File: src/core/rsc_pkg.sv
// Constants shared by the reset source controller
package rsc_pkg;
  // Core clock period
  localparam int CLK_PERIOD_NS = 8;
  // Least time the low-supply indication must persist
  localparam int LOW_SUP_FILTER_NS = 120;
  localparam logic [4:0] LS_FILT_CYC = 5'((LOW_SUP_FILTER_NS + CLK_PERIOD_NS - 1) / CLK_PERIOD_NS);
  // Length of the chip reset pulse after a full reset event
  localparam int RST_HOLD_NS = 64;
  localparam logic [3:0] RST_HOLD_CYC = 4'((RST_HOLD_NS + CLK_PERIOD_NS - 1) / CLK_PERIOD_NS);

  // Register byte addresses
  localparam logic [11:0] OFS_CAUSE_FLAGS = 12'h000;
  localparam logic [11:0] OFS_STATUS = 12'h004;
  localparam logic [11:0] OFS_FLASH_CTRL1 = 12'h008;
  localparam logic [11:0] OFS_MODE_STAT = 12'h00c;

  // Field positions
  localparam int BIT_LOW_SUPPLY_RESET_FLAG = 2;
  localparam int BIT_WRF = 0;
  localparam int BIT_TO = 5;
  localparam int BIT_PDF = 4;
  localparam int BIT_RUN = 0;
  localparam int BIT_MON = 1;
  localparam int BIT_HOLD = 2;

  // Implemented bits of the cause flag register
  localparam logic [7:0] CAUSE_MASK = 8'h05;
  // Value written to flash control 1 that resets the chip
  localparam logic [7:0] FLASH_RESET_KEY = 8'h55;

  // Reset values
  localparam logic [7:0] PORT_INIT_VAL = 8'hff;
  localparam logic [7:0] FLASH_CTRL1_RST = 8'h00;
  localparam logic [7:0] CAUSE_FLAGS_RST = 8'h00;

  // Sequencer states, one-hot
  typedef enum logic [1:0] {
    ST_RUN = 2'b01,
    ST_HOLD = 2'b10
  } rsc_state_e;
endpackage : rsc_pkg

File: src/core/rsc_reset_ctrl.sv
// Reset source controller: combines reset sources, records causes, APB registers
//
// The placing of the registers and the APB slave port were left to the implementer.
`timescale 1ns/1ps
module rsc_reset_ctrl
  import rsc_pkg::*;
(
  input wire logic clk,
  input wire logic rst,
  // APB slave
  input wire logic psel,
  input wire logic penable,
  input wire logic pwrite,
  input wire logic [11:0] paddr,
  input wire logic [31:0] pwdata,
  output logic [31:0] prdata,
  output logic pready,
  output logic pslverr,
  // Reset sources and core events
  input wire logic low_supply_raw,
  input wire logic run_mode,
  input wire logic wdog_timeout,
  input wire logic wdog_ctrl_bad_write,
  input wire logic halt_exec,
  input wire logic clr_wdog,
  // Reset effects toward the core
  output logic chip_reset,
  output logic pc_clear,
  output logic sp_to_top,
  output logic port_init,
  output logic [7:0] port_init_value,
  output logic intr_disable,
  output logic timers_off,
  output logic wdog_clear,
  output logic low_supply_mon_en,
  output logic timeout_flag,
  output logic powerdown_flag
);

  rsc_state_e state;
  logic [3:0] hold_cnt;
  logic ls_meta;
  logic ls_sync;
  logic [4:0] ls_cnt;
  logic lsr_evt;
  logic fc1_trig;
  logic full_evt;
  logic sleep_evt;
  logic apb_wr;
  logic apb_setup_rd;
  logic [7:0] cause_flags;
  logic [7:0] flash_ctrl1;
  logic pc_sp_pulse;

  // True when the address hits an implemented register
  function automatic logic addr_mapped(input logic [11:0] a);
    addr_mapped = (a == OFS_CAUSE_FLAGS) || (a == OFS_STATUS) ||
                  (a == OFS_FLASH_CTRL1) || (a == OFS_MODE_STAT);
  endfunction : addr_mapped

  // Status word: timeout and powerdown flags at their fixed bit places
  function automatic logic [31:0] status_word(input logic to_f, input logic pd_f);
    status_word = (32'(to_f) << BIT_TO) | (32'(pd_f) << BIT_PDF);
  endfunction : status_word

  // Mode word: run mode, monitor enable and reset hold, widened before shifting
  function automatic logic [31:0] mode_word(input logic run_f, input logic mon_f, input logic hold_f);
    mode_word = (32'(run_f) << BIT_RUN) | (32'(mon_f) << BIT_MON) | (32'(hold_f) << BIT_HOLD);
  endfunction : mode_word

  // Zero wait states: every access phase completes at once
  assign pready = 1'b1;
  assign pslverr = psel && penable && !addr_mapped(paddr);
  assign apb_wr = psel && penable && pwrite;
  assign apb_setup_rd = psel && !penable && !pwrite;

  // Two-stage synchroniser for the analog low-supply comparator
  always_ff @(posedge clk) begin
    if (rst) begin
      ls_meta <= 1'b0;
      ls_sync <= 1'b0;
    end else begin
      ls_meta <= low_supply_raw;
      ls_sync <= ls_meta;
    end
  end

  // Monitor follows the core power mode; off in sleep and idle
  always_ff @(posedge clk) begin
    if (rst) begin
      low_supply_mon_en <= 1'b1;
    end else begin
      low_supply_mon_en <= run_mode;
    end
  end

  // Filter: count cycles of low supply, saturate so one dip fires once
  always_ff @(posedge clk) begin
    if (rst) begin
      ls_cnt <= 5'h00;
    end else if (!ls_sync || !low_supply_mon_en) begin
      ls_cnt <= 5'h00;
    end else if (ls_cnt <= LS_FILT_CYC) begin
      ls_cnt <= ls_cnt + 5'h01;
    end
  end

  // Fires once the dip has lasted longer than the filter time
  assign lsr_evt = ls_sync && low_supply_mon_en && (ls_cnt == LS_FILT_CYC);
  assign fc1_trig = apb_wr && (paddr == OFS_FLASH_CTRL1) && (pwdata[7:0] == FLASH_RESET_KEY);
  // All sources that reinitialise the whole chip
  assign full_evt = lsr_evt || fc1_trig || (wdog_timeout && run_mode) || wdog_ctrl_bad_write;
  // Sleep wake-up timeout clears only PC and SP and sets the powerdown flag
  assign sleep_evt = wdog_timeout && !run_mode;

  // Reset sequencer: assert on the edge after any event, release after hold time
  always_ff @(posedge clk) begin
    if (rst) begin
      state <= ST_HOLD;
      hold_cnt <= RST_HOLD_CYC;
    end else begin
      case (state)
        ST_RUN: begin
          if (full_evt) begin
            state <= ST_HOLD;
            hold_cnt <= RST_HOLD_CYC;
          end
        end
        ST_HOLD: begin
          // A fresh event restarts the hold so every source gets a full pulse
          if (full_evt) begin
            hold_cnt <= RST_HOLD_CYC;
          end else if (hold_cnt == 4'h1) begin
            state <= ST_RUN;
            hold_cnt <= 4'h0;
          end else begin
            hold_cnt <= hold_cnt - 4'h1;
          end
        end
        default: begin
          state <= ST_HOLD;
          hold_cnt <= RST_HOLD_CYC;
        end
      endcase
    end
  end

  // One-cycle PC/SP clear for a timeout in sleep or idle
  always_ff @(posedge clk) begin
    if (rst) begin
      pc_sp_pulse <= 1'b0;
    end else begin
      pc_sp_pulse <= sleep_evt;
    end
  end

  // Reset effects, all from state flops
  assign chip_reset = (state == ST_HOLD);
  assign pc_clear = chip_reset || pc_sp_pulse;
  // Top of stack is the zero position, so a sleep wake-up reuses this line
  assign sp_to_top = chip_reset || pc_sp_pulse;
  assign port_init = chip_reset;
  assign intr_disable = chip_reset;
  assign timers_off = chip_reset;
  assign wdog_clear = chip_reset;

  // Port load value is a constant held in a flop
  always_ff @(posedge clk) begin
    if (rst) begin
      port_init_value <= PORT_INIT_VAL;
    end else begin
      port_init_value <= PORT_INIT_VAL;
    end
  end

  // Cause flags: hardware set beats a simultaneous software clear
  always_ff @(posedge clk) begin
    if (rst) begin
      cause_flags <= CAUSE_FLAGS_RST;
    end else begin
      if (lsr_evt) begin
        cause_flags[BIT_LOW_SUPPLY_RESET_FLAG] <= 1'b1;
      end else if (apb_wr && (paddr == OFS_CAUSE_FLAGS) && !pwdata[BIT_LOW_SUPPLY_RESET_FLAG]) begin
        cause_flags[BIT_LOW_SUPPLY_RESET_FLAG] <= 1'b0;
      end
      if (wdog_ctrl_bad_write) begin
        cause_flags[BIT_WRF] <= 1'b1;
      end else if (apb_wr && (paddr == OFS_CAUSE_FLAGS) && !pwdata[BIT_WRF]) begin
        cause_flags[BIT_WRF] <= 1'b0;
      end
    end
  end

  // Timeout flag: set by any watchdog timeout, untouched by other resets
  always_ff @(posedge clk) begin
    if (rst) begin
      timeout_flag <= 1'b0;
    end else if (wdog_timeout) begin
      timeout_flag <= 1'b1;
    end
  end

  // Powerdown flag: halt or sleep timeout set it, clear-watchdog clears it
  always_ff @(posedge clk) begin
    if (rst) begin
      powerdown_flag <= 1'b0;
    end else if (halt_exec || sleep_evt) begin
      powerdown_flag <= 1'b1;
    end else if (clr_wdog) begin
      powerdown_flag <= 1'b0;
    end
  end

  // Flash control 1 returns to zero on every full reset
  always_ff @(posedge clk) begin
    if (rst || chip_reset) begin
      flash_ctrl1 <= FLASH_CTRL1_RST;
    end else if (apb_wr && (paddr == OFS_FLASH_CTRL1)) begin
      flash_ctrl1 <= pwdata[7:0];
    end
  end

  // Read data is captured in the setup phase so it stands through the access
  always_ff @(posedge clk) begin
    if (rst) begin
      prdata <= 32'h0000_0000;
    end else if (apb_setup_rd) begin
      if (paddr == OFS_CAUSE_FLAGS) begin
        prdata <= {24'h00_0000, cause_flags & CAUSE_MASK};
      end else if (paddr == OFS_STATUS) begin
        prdata <= status_word(timeout_flag, powerdown_flag);
      end else if (paddr == OFS_FLASH_CTRL1) begin
        prdata <= {24'h00_0000, flash_ctrl1};
      end else if (paddr == OFS_MODE_STAT) begin
        prdata <= mode_word(run_mode, low_supply_mon_en, chip_reset);
      end else begin
        prdata <= 32'h0000_0000;
      end
    end
  end

  // Helper: independent run length of the synchronised low-supply level
  logic [7:0] chk_ls_len;
  always_ff @(posedge clk) begin
    if (rst || !ls_sync || !low_supply_mon_en) begin
      chk_ls_len <= 8'h00;
    end else if (chk_ls_len != 8'hff) begin
      chk_ls_len <= chk_ls_len + 8'h01;
    end
  end
endmodule : rsc_reset_ctrl

File: config.mk
export PLATFORM = sky130hd
export DESIGN_NAME = rsc_reset_ctrl
export DESIGN_NICKNAME = d
export VERILOG_FILES = /design/src/core/rsc_pkg.sv /design/src/core/rsc_reset_ctrl.sv
export SDC_FILE = /design/constraint.sdc
export NUM_CORES = 1
export LEC_CHECK = 0
export ABC_AREA = 1
export BUFFER_PORTS_ARGS = -buffer_cell sky130_fd_sc_hd__buf_4
export CORE_MARGIN = 4
export CORE_UTILIZATION = 40
export CTS_CLUSTER_SIZE = 12
export DETAILED_ROUTE_END_ITERATION = 10
export PLACE_DENSITY = 0.81
export SLEW_MARGIN = 20
export SYNTH_ARGS = -nofsm -noshare
export SYNTH_HDL_FRONTEND = slang
export SYNTH_SLANG_ARGS = --single-unit
File: constraint.sdc
create_clock -name clk -period 1.4 [get_ports clk]
set_input_delay 0.07 -clock clk [delete_from_list [all_inputs] [get_ports clk]]
set_output_delay 0.07 -clock clk [all_outputs]
set_load 0.1 [all_outputs]
==> metrics.log <==
INFO  metric run_status = finished clean
INFO  metric worstHoldPathType = primary input to flip-flop
INFO  metric sort_of_element_at_the_end_of_the_critical_path = flip-flop
INFO  metric powerDensity = 985.8 nW/µm²
INFO  metric start_util = 0.4155
INFO  metric cap_viol_max_count = 0
INFO  metric ys_warn_count = 0
INFO  metric finalClockSkew = ~0.0074 ns
INFO  metric tritoncts.num_buffers = 5
INFO  metric final_period_util = 0.9835
INFO  metric critical_path_required = 1.58 ns
INFO  metric count_of_pins_over_their_slew_limit = 0
INFO  metric antenna_found_initial = 0
INFO  metric fillCellCount = approximately 470
INFO  metric synth.lib_cells_used.distinct = 23
INFO  metric async_flop_share = 0
INFO  metric detail_route.drc_violations = 0
INFO  metric detail_route.wirelength = between 4 and 5 mm
INFO  metric io_pins = between 100 and 150
INFO  metric synthMostInstantiatedCell = sky130_fd_sc_hd__nand2_1
INFO  metric gr-usage-met2 = 0.2603
INFO  metric synth_largest_area_cell = sky130_fd_sc_hd__dfxtp_1
INFO  metric layout.nets = ~400
INFO  metric syn_avg_cell_area = a little under 7 µm²
INFO  metric synth-seq-cells = 35
INFO  metric synth_enable_flop_cells = 0
INFO  metric slowest_stage = sky130_fd_sc_hd__dfxtp_2
INFO  metric origin_of_the_worst_min_delay_path = run_mode
INFO  metric gp_congestion = 0.8497
INFO  metric clock_insertion_delay_at_the_later_pin_of_the_skew_report = ~0.28 ns
INFO  metric cp-startpoint = ls_cnt[0]
INFO  metric worst-path-max-fanout = 3
INFO  metric multi_input_gate_area = 1027 µm²
INFO  metric clock.fmax = approximately 730 MHz
INFO  metric tritoncts = done
INFO  metric cpPeakStageDelay = between 0.3 and 0.4 ns
INFO  metric placement_rows = 25
INFO  metric routedWlPerCell = around 11 µm
INFO  metric grt_max_degree = 17
INFO  metric core = about 4800 µm²
INFO  metric clock_tree.htree_level_count = 2
INFO  metric power.static_leakage = ~1.2 nW
INFO  metric start_kind = flip-flop
INFO  metric synth_area = 1976 µm²
INFO  metric die_w = between 70 and 80 µm
INFO  metric period_minus_slack = ~1.4 ns
INFO  metric crit_type = flip-flop to flip-flop
INFO  metric grt.total_usage = 0.1430
INFO  metric regArea = 705.7 µm²
INFO  metric fp.dieArea = approximately 6100 µm²
INFO  metric timing.final.hold_violations = 0
INFO  metric r2r_start = ls_cnt[0]
INFO  metric fraction_of_final_layout_cells_sized_beyond_drive_strength_1 = 0.2619
INFO  metric drt-pass1-iter-count = 5
INFO  metric postRouteAntennaNets = 0
INFO  metric fp.dieH = 78.28 µm
INFO  metric setup_viol_count_final = 0
INFO  metric drt_iter0_drc = 90
INFO  metric clk_path_buf_depth = 2
INFO  metric worst_ir_drop_vdd = a little under 0.7 mV
INFO  metric clk_pin_slew_worst_paths = around 0.06 ns
INFO  metric cp_num_buf_inv = 2
INFO  metric cell_area_reported_after_detailed_placement = 2301 µm²
INFO  metric postCtsSetupBuffers = 0
INFO  metric grt-ovfl-total = 0
INFO  metric first_global_vias = about 1700
INFO  metric global_route.usage.met3 = 0.04702
INFO  metric antenna_cells_inserted = 0
INFO  metric drt-vias-per-instance = roughly 4.6
INFO  metric grt_setup_unrepaired = true
INFO  metric portion_of_synthesized_cell_area_occupied_by_the_leading_cell_type = 0.3547
INFO  metric final_cell_area = 2484 µm²
INFO  metric dp_hpwl = approximately 3.5 mm
INFO  metric netlist_instances = between 200 and 300
INFO  metric vias = 1842
INFO  metric grt_pass1_wl = between 7 and 8 mm
INFO  metric critical_path_arrival = 1.56 ns
INFO  metric worst_path_dominant_cell_family = simple AND/OR/NAND/NOR gates
INFO  metric ordered_cell_list_for_the_critical_path = ha_4 -> nand2_4 -> nor2_4 -> ha_4 -> inv_4 -> nor3_4 -> nor4_4 -> nand3_1 -> inv_1
INFO  metric crit_path_frequent_cell = sky130_fd_sc_hd__ha_4
INFO  metric cts.sink_count = 35
INFO  metric busiest_layer = met2
INFO  metric synth_seq_area_share = 0.3547
INFO  metric grt_util_met1 = 0.1581
INFO  metric main_area_contributors_after_synthesis = sky130_fd_sc_hd__dfxtp_1, sky130_fd_sc_hd__buf_4, sky130_fd_sc_hd__nand2_1
INFO  metric syn2layout_area_growth = 25.71%
INFO  metric port_buffers = 49
INFO  metric p_total = 2.448 mW
INFO  metric synth_top_cells_by_count = sky130_fd_sc_hd__nand2_1, sky130_fd_sc_hd__buf_4, sky130_fd_sc_hd__dfxtp_1, sky130_fd_sc_hd__inv_1, sky130_fd_sc_hd__nor2_1
INFO  metric synth_ff_type = sky130_fd_sc_hd__dfxtp_1
INFO  metric clock_tree_root_buffer_cell = sky130_fd_sc_hd__clkbuf_8
[metrics by stage]
| step | util | setup slack [ns] | hold slack [ns] | std cells | setup TNS, ns |
|---|---|---|---|---|---|
| 2_1_floorplan | - | -0.2545 | 0.1756 | 315 | -0.6371 |
| 6_report | 0.5224 | 0.02307 | 0.01408 | 403 | 0 |
| 4_1_cts | 0.5129 | -0.08863 | 0.01362 | 403 | -0.4372 |
| 3_5_place_dp | 0.4839 | -0.06253 | 0.2787 | 395 | -0.3945 |
| 5_1_grt | 0.5224 | -0.05260 | 0.02824 | 403 | -0.3023 |
| 3_3_place_gp | 0.4839 | -0.03960 | 0.2772 | 395 | -0.1429 |
[layout by cell type, fill, tap and decap left out, types with 3 or more instances in the layout]
master and n:
sky130_fd_sc_hd__nand2_2 3, sky130_fd_sc_hd__buf_4 55, sky130_fd_sc_hd__nand3_1 19, sky130_fd_sc_hd__o21ai_0 10, sky130_fd_sc_hd__nand2_1 45, sky130_fd_sc_hd__clkbuf_8 6, sky130_fd_sc_hd__conb_1 33, sky130_fd_sc_hd__dfxtp_2 4
sky130_fd_sc_hd__nor2_4 4, sky130_fd_sc_hd__a21oi_1 25, sky130_fd_sc_hd__dfxtp_1 31, sky130_fd_sc_hd__nand4_1 15, sky130_fd_sc_hd__nor2_1 28, sky130_fd_sc_hd__inv_1 32, sky130_fd_sc_hd__nor2_2 3
[report_power, final]
part	switching (mW)	leakage, nW	internal [mW]
Clock	0.337	0.0470	0.385
Sequential	0.0155	0.285	1.02
Combinational	0.577	0.855	0.115
Total	0.930	1.19	1.52
[routing by layer]
layer  wire length, µm  up-vias
met2              2296       80
met5                 0        -
met4                52        0
li1                  -      942
met1              1707      813
met3               405        7
[state kept, by name, indices dropped and copies added, names as in the netlist]
signal and count:
ls_cnt 5, flash_ctrl1 8, state 2, prdata 8
powerdown_flag 1, hold_cnt 4, cause_flags 2, ls_sync 1
low_supply_mon_en 1, ls_meta 1, pc_sp_pulse 1, timeout_flag 1
[worst paths after layout]
path	end	slack (ns)	depth (start not counted)
worst min-delay path	low_supply_mon_en	0.01	3
worst max-delay path	state[0]	0.02	9
worst min register to register	ls_sync	0.40	2
worst max register to register	state[0]	0.02	9
[area by class of cell]
class	count	share of cell area
inverters	35	0.05390
clock buffers	6	0.03325
well taps	67	0.03375
clock inverters	1	0.002015
multi-input cells	201	0.4136
repair buffers	58	0.1793
flip-flops and latches	35	0.2841
[worst reg2reg max path, cell delays in order (launching register included)]
cell,delay (ns)
sky130_fd_sc_hd__dfxtp_2,0.36
sky130_fd_sc_hd__ha_4,0.15
sky130_fd_sc_hd__nand2_4,0.05
sky130_fd_sc_hd__nor2_4,0.09
sky130_fd_sc_hd__ha_4,0.14
sky130_fd_sc_hd__inv_4,0.04
sky130_fd_sc_hd__nor3_4,0.24
sky130_fd_sc_hd__nor4_4,0.07
sky130_fd_sc_hd__nand3_1,0.10
sky130_fd_sc_hd__inv_1,0.04
[kinds of logic (layout without fill, tap and decap cells)]
group	count (synthesis)	count (layout)	share of synthesized area
fa+ha+maj	4	4	0.02533
simple gates	126	126	0.2888
compound gates	38	38	0.09690
flops	35	35	0.3547
other cells	2	33	0.003801
buf+inv	79	100	0.2305
[repair_timing]
action                                  in CTS  in global routing
hold endpoints to repair                     1                  0
pin swaps                                    8                  9
endpoints found under the setup margin      11                 14
gates resized for setup                     10                 13
hold buffers                                 1                  0
No activity file was read; power rests on OpenSTA's default activity.
